$ cat src/hw/stop_seq_regs.vh
// Register offsets, field positions, reset values and timing counts of the stop/restart sequencer.
`ifndef STOP_SEQ_REGS_VH
`define STOP_SEQ_REGS_VH
// ****************************************************************
// Register byte offsets
// ****************************************************************
`define OFS_CTRL 12'h000
`define OFS_BRAKE_FREQ 12'h004
`define OFS_DEMAG 12'h008
`define OFS_DCB_TIME 12'h00c
`define OFS_SHORT_HOLD 12'h010
`define OFS_CURRENTS 12'h014
`define OFS_STOP_SPEED 12'h018
`define OFS_DET_TIME 12'h01c
`define OFS_SPD_DELAY 12'h020
`define OFS_RESTART_WAIT 12'h024
`define OFS_START_DELAY 12'h028
`define OFS_FREQ_IN 12'h02c
`define OFS_CMD 12'h030
`define OFS_STATUS 12'h034
// ****************************************************************
// Control and command register fields
// ****************************************************************
`define CTRL_STOP_MODE 0
`define CTRL_DET_MODE 1
`define CTRL_PLR_EN 2
`define CTRL_TERM_ACCEPT 3
`define CTRL_BLA_LO 8
`define CTRL_BLA_HI 15
`define CMD_RUN 0
`define CMD_STOP 1
`define CMD_INIT_DONE 2
// ****************************************************************
// Reset values
// ****************************************************************
`define RST_BLA 8'h00
`define RST_STOP_SPEED 16'h0032
`define RST_DET_TIME 20'h00032
`define RST_RESTART_WAIT 20'h00064
`define RST_DCB_CUR 12'h000
`define RST_SHORT_CUR 12'h000
// ****************************************************************
// Timing
// ****************************************************************
`define CLK_HZ 125000000
`define TICK_MS 10
`define TICK_CYCLES (`CLK_HZ / 1000 * `TICK_MS)
`endif

$ cat src/hw/stop_restart_seq.v
// Stop, braking chain and power-on restart sequencer with an APB register slave.
// Notes on behaviour
// - stop mode 0 ramps down, 1 coasts immediately.
// - ramped stop follows the deceleration ramp, output ceases at stop speed.
// - coast stop disables output at once, no frequency control.
// - below-limit action ones: run at limit, stop, sleep; tens: coast, ramp.
// - below-limit action fires on set frequency falling through a nonzero lower limit.
// - braking only with nonzero braking start frequency, begins below it.
// - wait demag time, then short-circuit brake for its hold unless zero.
// - then DC brake for its time unless zero, then coast.
// - output blocked during the demagnetisation wait.
// - DC braking current is a percentage of rated current, 0 to 100 percent.
// - short-circuit current is a percentage of rated current, 0 to 150 percent.
// - zero braking frequency: below stop speed, wait stop delay, then determine.
// - detect mode 0 coasts directly; mode 1 coasts at once or after detect time.
// - detect mode 0 compares set speed, mode 1 feedback speed.
// - restart enabled and was running: resume after restart wait at power-on.
// - after run command, stay in standby for start delay before output.
// - acceptance 0: active run terminal at power-on ignored until re-asserted.
// - acceptance 1: active run terminal at power-on starts after initialisation.
//
// Local design decisions: the placing of the registers and the APB interface to the registers.
`timescale 1ns/1ns
`include "stop_seq_regs.vh"
module stop_restart_seq #(
   parameter TICK_CYCLES = `TICK_CYCLES,
   parameter TW = 20
) (
   // APB slave
   input wire pclk,
   input wire presetn,
   input wire psel,
   input wire penable,
   input wire pwrite,
   input wire [11:0] paddr,
   input wire [31:0] pwdata,
   output reg [31:0] prdata,
   output reg pready,
   output reg pslverr,
   // Drive side inputs
   input wire run_terminal,
   input wire [15:0] ramp_freq,
   input wire [15:0] feedback_freq,
   input wire [15:0] freq_lower_limit,
   input wire was_running_at_poweroff,
   // Power stage outputs
   output reg output_enable,
   output reg ramp_down,
   output reg short_brake_on,
   output reg dc_brake_on,
   output reg [11:0] brake_current,
   output reg sleep_req,
   output reg hold_at_limit,
   output reg running
);
   // ****************************************************************
   // State codes
   // ****************************************************************
   localparam S_IDLE = 4'd0;
   localparam S_START_DLY = 4'd1;
   localparam S_RUN = 4'd2;
   localparam S_DECEL = 4'd3;
   localparam S_DEMAG = 4'd4;
   localparam S_SHORT = 4'd5;
   localparam S_DCB = 4'd6;
   localparam S_SPD_DLY = 4'd7;
   localparam S_DETECT = 4'd8;
   localparam S_COAST = 4'd9;
   localparam S_PROTECT = 4'd10;
   localparam S_RESTART = 4'd11;
   localparam S_SLEEP = 4'd12;

   // ****************************************************************
   // Configuration registers
   // ****************************************************************
   reg stop_mode_select_q;
   reg stop_detect_mode_q;
   reg power_loss_restart_enable_q;
   reg terminal_poweron_run_accept_q;
   reg [7:0] below_limit_action_q;
   reg [15:0] stop_brake_start_freq_q;
   reg [TW-1:0] demag_wait_time_q;
   reg [TW-1:0] stop_dc_brake_time_q;
   reg [TW-1:0] short_brake_stop_hold_q;
   reg [11:0] stop_dc_brake_current_q;
   reg [11:0] short_brake_current_q;
   reg [15:0] stop_speed_threshold_q;
   reg [TW-1:0] stop_detect_time_q;
   reg [TW-1:0] stop_speed_delay_q;
   reg [TW-1:0] restart_wait_time_q;
   reg [TW-1:0] start_delay_time_q;
   reg [15:0] set_freq_q;
   reg run_cmd_q;
   reg stop_cmd_q;
   reg init_done_q;

   reg [3:0] state_q;
   reg [TW-1:0] timer_q;
   reg [31:0] tick_cnt_q;
   reg tick_q;
   reg [15:0] prev_set_q;
   reg term_prev_q;
   reg boot_q;

   wire wr = psel & penable & pwrite;
   wire rd_setup = psel & ~penable;
   wire bl_ramp = (below_limit_action_q[7:4] == 4'h1);

   // ****************************************************************
   // APB slave: no wait states, write on access phase.
   // ****************************************************************
   always @(posedge pclk or negedge presetn) begin
      if (!presetn) begin
         stop_mode_select_q <= 1'b0;
         stop_detect_mode_q <= 1'b0;
         power_loss_restart_enable_q <= 1'b0;
         terminal_poweron_run_accept_q <= 1'b0;
         below_limit_action_q <= `RST_BLA;
         stop_brake_start_freq_q <= 16'h0000;
         demag_wait_time_q <= {TW{1'b0}};
         stop_dc_brake_time_q <= {TW{1'b0}};
         short_brake_stop_hold_q <= {TW{1'b0}};
         stop_dc_brake_current_q <= `RST_DCB_CUR;
         short_brake_current_q <= `RST_SHORT_CUR;
         stop_speed_threshold_q <= `RST_STOP_SPEED;
         stop_detect_time_q <= `RST_DET_TIME;
         stop_speed_delay_q <= {TW{1'b0}};
         restart_wait_time_q <= `RST_RESTART_WAIT;
         start_delay_time_q <= {TW{1'b0}};
         set_freq_q <= 16'h0000;
         run_cmd_q <= 1'b0;
         stop_cmd_q <= 1'b0;
         init_done_q <= 1'b0;
         pready <= 1'b0;
         pslverr <= 1'b0;
         prdata <= 32'h00000000;
      end else begin
         pready <= rd_setup;
         pslverr <= 1'b0;
         run_cmd_q <= 1'b0;
         stop_cmd_q <= 1'b0;
         if (rd_setup) begin
            if (paddr == `OFS_CTRL) begin
               prdata <= {16'h0000, below_limit_action_q, 4'h0,
                          terminal_poweron_run_accept_q, power_loss_restart_enable_q,
                          stop_detect_mode_q, stop_mode_select_q};
            end else if (paddr == `OFS_BRAKE_FREQ) begin
               prdata <= {16'h0000, stop_brake_start_freq_q};
            end else if (paddr == `OFS_CURRENTS) begin
               prdata <= {4'h0, short_brake_current_q, 4'h0, stop_dc_brake_current_q};
            end else if (paddr == `OFS_STOP_SPEED) begin
               prdata <= {16'h0000, stop_speed_threshold_q};
            end else if (paddr == `OFS_FREQ_IN) begin
               prdata <= {16'h0000, set_freq_q};
            end else if (paddr == `OFS_STATUS) begin
               prdata <= {27'h0000000, init_done_q, state_q};
            end else begin
               prdata <= 32'h00000000;
            end
            if (paddr > `OFS_STATUS || paddr[1:0] != 2'b00) begin
               pslverr <= 1'b1;
            end
         end
         if (wr) begin
            if (paddr == `OFS_CTRL) begin
               stop_mode_select_q <= pwdata[`CTRL_STOP_MODE];
               stop_detect_mode_q <= pwdata[`CTRL_DET_MODE];
               power_loss_restart_enable_q <= pwdata[`CTRL_PLR_EN];
               terminal_poweron_run_accept_q <= pwdata[`CTRL_TERM_ACCEPT];
               below_limit_action_q <= pwdata[`CTRL_BLA_HI:`CTRL_BLA_LO];
            end else if (paddr == `OFS_BRAKE_FREQ) begin
               stop_brake_start_freq_q <= pwdata[15:0];
            end else if (paddr == `OFS_DEMAG) begin
               demag_wait_time_q <= pwdata[TW-1:0];
            end else if (paddr == `OFS_DCB_TIME) begin
               stop_dc_brake_time_q <= pwdata[TW-1:0];
            end else if (paddr == `OFS_SHORT_HOLD) begin
               short_brake_stop_hold_q <= pwdata[TW-1:0];
            end else if (paddr == `OFS_CURRENTS) begin
               stop_dc_brake_current_q <= pwdata[11:0];
               short_brake_current_q <= pwdata[27:16];
            end else if (paddr == `OFS_STOP_SPEED) begin
               stop_speed_threshold_q <= pwdata[15:0];
            end else if (paddr == `OFS_DET_TIME) begin
               stop_detect_time_q <= pwdata[TW-1:0];
            end else if (paddr == `OFS_SPD_DELAY) begin
               stop_speed_delay_q <= pwdata[TW-1:0];
            end else if (paddr == `OFS_RESTART_WAIT) begin
               restart_wait_time_q <= pwdata[TW-1:0];
            end else if (paddr == `OFS_START_DELAY) begin
               start_delay_time_q <= pwdata[TW-1:0];
            end else if (paddr == `OFS_FREQ_IN) begin
               set_freq_q <= pwdata[15:0];
            end else if (paddr == `OFS_CMD) begin
               run_cmd_q <= pwdata[`CMD_RUN];
               stop_cmd_q <= pwdata[`CMD_STOP];
               if (pwdata[`CMD_INIT_DONE]) begin
                  init_done_q <= 1'b1;
               end
            end
         end
      end
   end

   // ****************************************************************
   // 10 ms tick shared by every timer.
   // ****************************************************************
   always @(posedge pclk or negedge presetn) begin
      if (!presetn) begin
         tick_cnt_q <= 32'h00000000;
         tick_q <= 1'b0;
      end else if (tick_cnt_q == TICK_CYCLES - 1) begin
         tick_cnt_q <= 32'h00000000;
         tick_q <= 1'b1;
      end else begin
         tick_cnt_q <= tick_cnt_q + 32'h00000001;
         tick_q <= 1'b0;
      end
   end

   // ****************************************************************
   // Sequencer
   // ****************************************************************
   wire det_speed_low = stop_detect_mode_q ? (feedback_freq < stop_speed_threshold_q)
                        : (set_freq_q < stop_speed_threshold_q);
   wire below_edge = (freq_lower_limit != 16'h0000) && (prev_set_q >= freq_lower_limit)
                     && (set_freq_q < freq_lower_limit);
   wire term_rise = run_terminal & ~term_prev_q;
   wire run_req = run_cmd_q | term_rise;
   wire timer_done = (timer_q == {TW{1'b0}});
   // Stop request from software or a below-limit stop; stop mode picks the method for software, the tens digit for below-limit.
   wire bl_stop = below_edge && (below_limit_action_q[3:0] == 4'h1);
   wire do_ramp = stop_cmd_q ? ~stop_mode_select_q : bl_ramp;

   always @(posedge pclk or negedge presetn) begin
      if (!presetn) begin
         state_q <= S_IDLE;
         timer_q <= {TW{1'b0}};
         prev_set_q <= 16'h0000;
         term_prev_q <= 1'b0;
         boot_q <= 1'b1;
      end else begin
         prev_set_q <= set_freq_q;
         term_prev_q <= run_terminal;
         if (tick_q && !timer_done) begin
            timer_q <= timer_q - {{(TW-1){1'b0}}, 1'b1};
         end
         case (state_q)
            S_IDLE: begin
               if (boot_q && init_done_q) begin
                  boot_q <= 1'b0;
                  if (power_loss_restart_enable_q && was_running_at_poweroff) begin
                     state_q <= S_RESTART;
                     timer_q <= restart_wait_time_q;
                  end else if (run_terminal && terminal_poweron_run_accept_q) begin
                     state_q <= S_START_DLY;
                     timer_q <= start_delay_time_q;
                  end else if (run_terminal) begin
                     state_q <= S_PROTECT;
                  end
               end else if (!boot_q && run_req) begin
                  state_q <= S_START_DLY;
                  timer_q <= start_delay_time_q;
               end
            end
            S_PROTECT: begin
               if (term_rise || run_cmd_q) begin
                  state_q <= S_START_DLY;
                  timer_q <= start_delay_time_q;
               end
            end
            S_RESTART: begin
               if (timer_done) begin
                  state_q <= S_START_DLY;
                  timer_q <= start_delay_time_q;
               end
            end
            S_START_DLY: begin
               if (stop_cmd_q) begin
                  state_q <= S_IDLE;
               end else if (timer_done) begin
                  state_q <= S_RUN;
               end
            end
            S_RUN, S_SLEEP: begin
               if (stop_cmd_q || bl_stop) begin
                  state_q <= do_ramp ? S_DECEL : S_COAST;
               end else if (below_edge && below_limit_action_q[3:0] == 4'h2) begin
                  state_q <= S_SLEEP;
               end else if (state_q == S_SLEEP && set_freq_q >= freq_lower_limit) begin
                  state_q <= S_RUN;
               end
            end
            S_DECEL: begin
               if (stop_brake_start_freq_q != 16'h0000) begin
                  if (ramp_freq < stop_brake_start_freq_q) begin
                     state_q <= S_DEMAG;
                     timer_q <= demag_wait_time_q;
                  end
               end else if (ramp_freq < stop_speed_threshold_q) begin
                  state_q <= S_SPD_DLY;
                  timer_q <= stop_speed_delay_q;
               end
            end
            S_DEMAG: begin
               if (timer_done) begin
                  if (short_brake_stop_hold_q != {TW{1'b0}}) begin
                     state_q <= S_SHORT;
                     timer_q <= short_brake_stop_hold_q;
                  end else if (stop_dc_brake_time_q != {TW{1'b0}}) begin
                     state_q <= S_DCB;
                     timer_q <= stop_dc_brake_time_q;
                  end else begin
                     state_q <= S_COAST;
                  end
               end
            end
            S_SHORT: begin
               if (timer_done) begin
                  if (stop_dc_brake_time_q != {TW{1'b0}}) begin
                     state_q <= S_DCB;
                     timer_q <= stop_dc_brake_time_q;
                  end else begin
                     state_q <= S_COAST;
                  end
               end
            end
            S_DCB: begin
               if (timer_done) begin
                  state_q <= S_COAST;
               end
            end
            S_SPD_DLY: begin
               if (timer_done) begin
                  if (!stop_detect_mode_q || det_speed_low) begin
                     state_q <= S_COAST;
                  end else begin
                     state_q <= S_DETECT;
                     timer_q <= stop_detect_time_q;
                  end
               end
            end
            S_DETECT: begin
               if (timer_done || det_speed_low) begin
                  state_q <= S_COAST;
               end
            end
            default: begin
               state_q <= S_IDLE;
            end
         endcase
      end
   end

   // ****************************************************************
   // Registered outputs
   // ****************************************************************
   always @(posedge pclk or negedge presetn) begin
      if (!presetn) begin
         output_enable <= 1'b0;
         ramp_down <= 1'b0;
         short_brake_on <= 1'b0;
         dc_brake_on <= 1'b0;
         brake_current <= 12'h000;
         sleep_req <= 1'b0;
         hold_at_limit <= 1'b0;
         running <= 1'b0;
      end else begin
         // Output is blocked in demag, coast, delays and standby.
         output_enable <= (state_q == S_RUN) || (state_q == S_DECEL) ||
                          (state_q == S_SHORT) || (state_q == S_DCB);
         ramp_down <= (state_q == S_DECEL);
         short_brake_on <= (state_q == S_SHORT);
         dc_brake_on <= (state_q == S_DCB);
         brake_current <= (state_q == S_SHORT) ? short_brake_current_q
                          : (state_q == S_DCB) ? stop_dc_brake_current_q
                          : 12'h000;
         sleep_req <= (state_q == S_SLEEP);
         hold_at_limit <= (state_q == S_RUN) && (freq_lower_limit != 16'h0000) &&
                          (set_freq_q < freq_lower_limit) &&
                          (below_limit_action_q[3:0] == 4'h0);
         running <= (state_q == S_RUN) || (state_q == S_SLEEP);
      end
   end
endmodule // stop_restart_seq

$ cat config.mk
export PLATFORM = sky130hd
export DESIGN_NAME = stop_restart_seq
export DESIGN_NICKNAME = d
export VERILOG_FILES = /design/src/hw/stop_restart_seq.v
export VERILOG_INCLUDE_DIRS = /design/src /design/src/hw
export SDC_FILE = /design/constraint.sdc
export NUM_CORES = 1
export LEC_CHECK = 0
export BUFFER_PORTS_ARGS = -buffer_cell sky130_fd_sc_hd__buf_2
export CAP_MARGIN = 20
export CORE_ASPECT_RATIO = 1.5
export CORE_MARGIN = 2
export CORE_UTILIZATION = 55
export CTS_BUF_LIST = sky130_fd_sc_hd__clkbuf_16
export DETAILED_ROUTE_END_ITERATION = 10
export PLACE_DENSITY = 0.85
export SYNTH_ARGS = -nofsm -noshare
export SYNTH_HDL_FRONTEND = slang
export SYNTH_SLANG_ARGS = --single-unit
$ cat constraint.sdc
create_clock -name pclk -period 4.6 [get_ports pclk]
set_input_delay 0.92 -clock pclk [delete_from_list [all_inputs] [get_ports pclk]]
set_output_delay 0.92 -clock pclk [all_outputs]
set_load 0.05 [all_outputs]
=== Yosys cells after proc, flatten, opt, wreduce, memory -nomap -nowiden ===
Index checks and enable logic that the tools add are counted.

* Flip-flop bits (word level): 355
* Latch bits: 0
* Bits in writable memories: 0
* Memory bits (read-only): 0
* Bits of input ports: 99
* Output and inout port bits: 53
* Logic and storage cells: 243
* Memories: 0

* $add $sub $neg: 2
* $mul: 0
* Divide/modulo/power cells: 0
* Magnitude comparators: 8
* Eq/ne operators: 41
* Shifts and indexed selects: 0
* Mux-type cells: 84
* Bitwise operators: 20
* Reductions and logical operators: 50

{| class="wikitable"
|+ Operators by type and width
! kind !! count
|-
| 20-bit 2-to-1 mux || 16
|-
| 20-bit case mux with 7 select lines || 1
|-
| 4-bit 2-to-1 mux || 23
|-
| 16-bit less-than comparator || 5
|-
| 12-bit by 6-bit == test with 1-bit output (second input constant) || 6
|-
| 32-bit 2-to-1 mux || 2
|-
| 28-bit 2-to-1 mux || 2
|-
| 12-bit by 5-bit == test with 1-bit output (second input constant) || 4
|-
| 4-bit case mux with 11 select lines || 1
|-
| 20-bit nonzero test || 2
|-
| 1-bit 2-to-1 mux || 34
|-
| 32-bit by 1-bit adder with 32-bit output (second input constant) || 1
|-
| 32-bit by 21-bit == test with 1-bit output (second input constant) || 1
|-
| 16-bit greater-or-equal comparator || 2
|-
| 16-bit 2-to-1 mux || 2
|-
| 16-bit nonzero test || 2
|-
| 13-bit AND reduction || 2
|-
| 12-bit by 4-bit == test with 1-bit output (second input constant) || 2
|-
| 12-bit 2-to-1 mux || 2
|-
| 20-bit zero test || 1
|-
| 20-bit by 1-bit subtractor with 20-bit output (second input constant) || 1
|-
| 4-bit by 3-bit == test with 1-bit output (second input constant) || 4
|-
| 4-bit == test (second input constant) || 4
|-
| 1-bit inverter || 15
|-
| 30 further kinds || 70
|}

=== Depth between registers and ports, before layout ===
* Depth after elaboration: 15
* Depth in mapped cells: 14
* Mapped depth without buffers: 11

=== Worst setup path before layout ===
Ideal clock, no wire load.

* Kind: input to register
* Start: in ramp_freq[5]
* End: reg state_q[3]
* Library setup time: 0.127 ns
* Arrival: 3.117 ns
* Data required time: 4.473 ns
* Setup slack: 1.355 ns
* Stages on the path: 9
* Buffers on the path: 0
* Path through: ha_1 > a211oi_1 > nand3_1 > a21oi_1 > o221ai_1 > a22oi_1 > o311ai_0 > nor3_2 > mux2_1

* Word-level cells in the longest chain between the ends: 3
* Elaborated cells between the ends (all ways): 5
* Those cells by class: order compare: 2; eq/ne: 2; reduce/logical: 1

{| class="wikitable"
|+ Ends and longest elaborated chain
! what !! RTL line !! source
|-
| from (decl) || stop_restart_seq.v:42 || <nowiki>input wire [15:0] ramp_freq,</nowiki>
|-
| 16-bit less-than comparator, on equally long branches || stop_restart_seq.v:296, stop_restart_seq.v:300 ||
|-
| 3-bit inequality test (no source line) || - ||
|-
| 13-bit AND reduction (no source line) (*) || - ||
|-
| to (signal assigned) || stop_restart_seq.v:287 || <nowiki>state_q <= do_ramp ? S_DECEL : S_COAST;</nowiki>
|-
| to (decl) || stop_restart_seq.v:97 || <nowiki>reg [3:0] state_q;</nowiki>
|}

Every way passes the cells marked *; elsewhere a longest branch is shown, timed or not.
A chain may end at the register's enable or synchronous reset.

=== Worst setup path in the final report ===
* Start: reg stop_brake_start_freq_q[3]
* End: reg timer_q[4]

* Word-level cells in the longest chain between the ends: 4
* Elaborated cells between the ends (all ways): 5
* Those cells by class: order compare: 1; mux: 3; reduce/logical: 1

{| class="wikitable"
|+ Ends and longest elaborated chain
! what !! RTL line !! source
|-
| from (decl) || stop_restart_seq.v:81 || <nowiki>reg [15:0] stop_brake_start_freq_q;</nowiki>
|-
| from (signal assigned) || stop_restart_seq.v:172 || <nowiki>stop_brake_start_freq_q <= pwdata[15:0];</nowiki>
|-
| 16-bit less-than comparator || stop_restart_seq.v:296 || <nowiki>if (ramp_freq < stop_brake_start_freq_q) begin</nowiki>
|-
| 20-bit 2-to-1 mux || stop_restart_seq.v:296 ||
|-
| 20-bit 2-to-1 mux (*) || stop_restart_seq.v:295 || <nowiki>if (stop_brake_start_freq_q != 16'h0000) begin</nowiki>
|-
| 20-bit case mux with 7 select lines (*) || stop_restart_seq.v:248 || <nowiki>case (state_q)</nowiki>
|-
| to (signal assigned) || stop_restart_seq.v:246 || <nowiki>timer_q <= timer_q - {{(TW-1){1'b0}}, 1'b1};</nowiki>
|-
| to (signal assigned) || stop_restart_seq.v:254 || <nowiki>timer_q <= restart_wait_time_q;</nowiki>
|-
| to (signal assigned) || stop_restart_seq.v:298 || <nowiki>timer_q <= demag_wait_time_q;</nowiki>
|-
| to (decl) || stop_restart_seq.v:98 || <nowiki>reg [TW-1:0] timer_q;</nowiki>
|}

Marks and branches as above.

==> reports/metrics.cfg <==
[setup_path]
critical_path_class = flop to flop
critical_path.max_fanout = 15
cp_data_required_time_ns = 5.07
reg2reg_depth = 9
timing.rr.end = timer_q[4]
worst_r2r_startpoint = stop_brake_start_freq_q[3]
crit_end = timer_q[4]
cp-end-kind = flop
startpoint_type = flop
ff2ff_setup_slack_ns = 0.92
cp.arrival_ns = 4.15
worst_setup_path_startpoint = stop_brake_start_freq_q[3]

[synthesis]
post_synth_xor_area_fraction = 0.0216
ys_seq_area_frac = 0.452
synth_fa_ha_area_frac = 0.0605
synth_simple_gate_area_frac = 0.141
syn_area_per_cell_um2 = 10.3
synth-warning-count = 0
syn-instance-count = 1895
synth_edf_count = 0
ys_ff_latch = 351
synth_cell_type_count = 91
largest_family_of_logic_cells_by_synthesized_area = compound AO/OA/AOI/OAI gates
async_set_or_reset_flop_fraction_in_the_synthesized_netlist = 1.00
synth-compound-area-share = 0.162
total_standard_cell_area_after_synthesis_um2 = 19400
synth_mux_area_frac = 0.127
postSynth.topFlopCell = sky130_fd_sc_hd__dfrtp_1

[finish]
synthToLayoutAreaGrowth_pct = 13.2
post_route_cells_drive_above_1_share = 0.256
nets = 2229
final_util = 0.629

[drt]
drcViolationCount = 0
detail_route.iter0.violations = 1861
ant_nets = 0
post_drt_wl_per_cell_um = 27.0
via_count = 17300
detailedRoute.firstPassIterationCount = 6
viasPerCell = 6.82
postRouteWirelength_um = 68700

[power]
p_sw_mw = 3.37
p_per_area_nw_per_um2 = 416
finalPower_mw = 9.16
leakage_power_figure_nw = 10.6
share_clk_of_total_power = 0.312
p_int_mw = 5.79
power_switching_share = 0.368
power_frac_comb = 0.310
vdd_ir_drop_max_mv = 0.261
seqPwrFrac = 0.377

[floorplan]
ios = 152
core.rowCount = 84
die_area_um2 = 36900
die_width_um = 158
initial_utilization = 0.556
dieHeight_um = 234
core_area_um2 = 35000

[clock_tree]
cts_made_buffers = 36
cts_resized = 0
h-tree-depth = 2
clkSinkCount = 351
worst_setup_hold_path_clk_slew_ns = 0.07
cts_root_buffer = sky130_fd_sc_hd__clkbuf_16
cts_hold_buf = 0
cts_tree = done
cts_max_path_buffers = 3
setup_fix_bufs_post_cts = 0
clkLatencyLatePin_ns = 0.55

[timing]
timing.slew.headroom = 0.201
timing.final.setup_violations = 0
clock-skew-final_ns = 0.0195
max_slew.worst_pin.slew_ns = 1.19
finalCriticalPeriod_ns = 3.68
grt_setup_unrepaired = false
fmaxAchievable_mhz = 272
post-route-period-util = 0.800
setup_tns_ns = 0
hold_violations = 0
report.final.slew_viol_count = 0

[job]
cap_violations = 0

[global_route]
grt_max_degree = 127
grt_overflow_total = 0
grt_first_pass_wirelength_um = 103000
grt_pass1_vias = 17500
grt_antenna_before_repair = 5
globalRouteTotalUtil = 0.376

[status]
run_status = finished clean

[placement]
hpwl_um = 47600
numPortBuffers = 143
globalplace.congestion = 1.07

[worst_hold_path]
hold_class = input pin to asynchronous set/reset pin

[synthesized netlist by cell type, drive strengths merged (8+ instances only)]
cell | instances | area [µm²]
a221oi | 10 | 93.8
or3 | 15 | 93.8
xor2 | 22 | 193
nor2 | 128 | 498
o21a | 12 | 90.1
ha | 94 | 1180
o221ai | 13 | 114
dfstp | 10 | 263
and3 | 14 | 87.6
inv | 62 | 233
nand3 | 52 | 260
o22ai | 17 | 106
a22oi | 30 | 225
dfrtp | 341 | 8530
o21ai | 115 | 587
nor4 | 40 | 312
a31oi | 32 | 200
a2111oi | 8 | 70.1
a222oi | 13 | 130
mux2i | 11 | 110
nand2 | 155 | 584
buf | 32 | 163
o211ai | 23 | 173
or2 | 10 | 65.1
nand4 | 29 | 188
xnor2 | 25 | 226
a2bb2oi | 9 | 78.8
nand2b | 14 | 87.6
a21oi | 85 | 433
a211oi | 22 | 165
o31ai | 10 | 75.1
clkbuf | 76 | 285
a22o | 12 | 105
nor2b | 12 | 75.1
or4 | 8 | 63.8
mux2 | 210 | 2360
a21o | 20 | 150
nor3 | 33 | 185
[power by group through the flow]
stage	registers (mW)	logic [mW]	clock network, mW
5_1_grt	3.46	3.02	3.00
2_1_floorplan	3.53	1.72	0
6_report	3.46	2.84	2.86
3_3_place_gp	3.49	2.67	0
3_5_place_dp	3.50	2.71	0
4_1_cts	3.44	2.73	2.88
[worst min path at each step]
stage | slack, ns | startpoint | cells past startpoint | to
floorplan | 0.39 | set_freq_q[0] | 0 | prev_set_q[0]
global placement | 0.44 | set_freq_q[0] | 0 | prev_set_q[0]
detailed placement | 0.46 | prdata[27] | 2 | prdata[27]
CTS | 0.47 | prdata[27] | 2 | prdata[27]
global route | 0.49 | set_freq_q[0] | 0 | prev_set_q[0]
finish | 0.46 | presetn | 1 | pready
[layer usage]
| layer | global-route usage | vias up | wire [µm] |
|---|---|---|---|
| li1 | - | 7311 | - |
| met1 | 0.401 | 8405 | 22800 |
| met2 | 0.608 | 1159 | 32100 |
| met3 | 0.0991 | 447 | 6040 |
| met4 | 0.341 | 6 | 7740 |
| met5 | 0 | - | 40 |
[cells in the final DEF, fill, tap and decap left out, drive strengths merged, types with 13 or more instances in the layout]
master | netlist | final
o21ai | 115 | 115
mux2 | 210 | 210
nor3 | 33 | 33
clkinv | 1 | 19
a21o | 20 | 20
a211oi | 22 | 22
and3 | 14 | 14
xor2 | 22 | 22
dfrtp | 341 | 341
inv | 62 | 69
buf | 32 | 206
o22ai | 17 | 17
a31oi | 32 | 32
nand2b | 14 | 14
o221ai | 13 | 13
o211ai | 23 | 23
nand4 | 29 | 29
a222oi | 13 | 13
or3 | 15 | 15
clkbuf | 76 | 39
xnor2 | 25 | 25
a22oi | 30 | 30
nand3 | 52 | 52
nor4 | 40 | 40
nand2 | 155 | 155
nor2 | 128 | 128
ha | 94 | 94
a21oi | 85 | 85
[flip-flops by register name (all words and copies together), names as in the netlist, 20 cells and up]
register                 flops
tick_cnt_q                  32
prdata                      28
demag_wait_time_q           20
restart_wait_time_q         20
short_brake_stop_hold_q     20
start_delay_time_q          20
stop_dc_brake_time_q        20
stop_detect_time_q          20
stop_speed_delay_q          20
timer_q                     20
[layout make-up]
cell class,count,area [µm²]
fillers,2742,13000
multi-input cells,1376,10000
flip-flops and latches,351,8800
repair buffers,208,1240
clock buffers,37,926
well taps,473,592
inverters,63,236
clock inverters,29,204
diodes,4,10.0
[worst max-delay path, cell delays in order, from the launching register on]
cell                        delay (ns)
sky130_fd_sc_hd__dfrtp_1          0.43
sky130_fd_sc_hd__nor4_1           1.02
sky130_fd_sc_hd__and4_1           0.58
sky130_fd_sc_hd__and2_0           0.19
sky130_fd_sc_hd__buf_4            0.32
sky130_fd_sc_hd__a22oi_1          0.20
sky130_fd_sc_hd__nor2b_1          0.17
sky130_fd_sc_hd__o2111ai_1        0.34
sky130_fd_sc_hd__o21ai_0          0.15
sky130_fd_sc_hd__a21oi_1          0.18
[metrics by stage]
stage	worst slack [ns]	hold WS, ns	std cells	instance area (µm²)
floorplan	1.36	0.387	1898	19500
global placement	0.720	0.442	2468	20900
detailed placement	0.680	0.458	2468	20900
CTS	1.14	0.473	2534	22000
global route	0.790	0.492	2538	22000
finish	0.920	0.457	2541	22000
[logic make-up (layout without fill, tap and decap cells)]
kind of cell               Yosys count  count (layout)
and+or+nand+nor                    540             540
AOI/OAI and AO/OA                  470             470
DFF                                351             351
muxes                              221             221
buffers and inverters              171             337
adders and majority gates           94              94
xor gates and xnor gates            47              47
other                                1               8
Note: power is estimated with default switching activity, not from simulation.
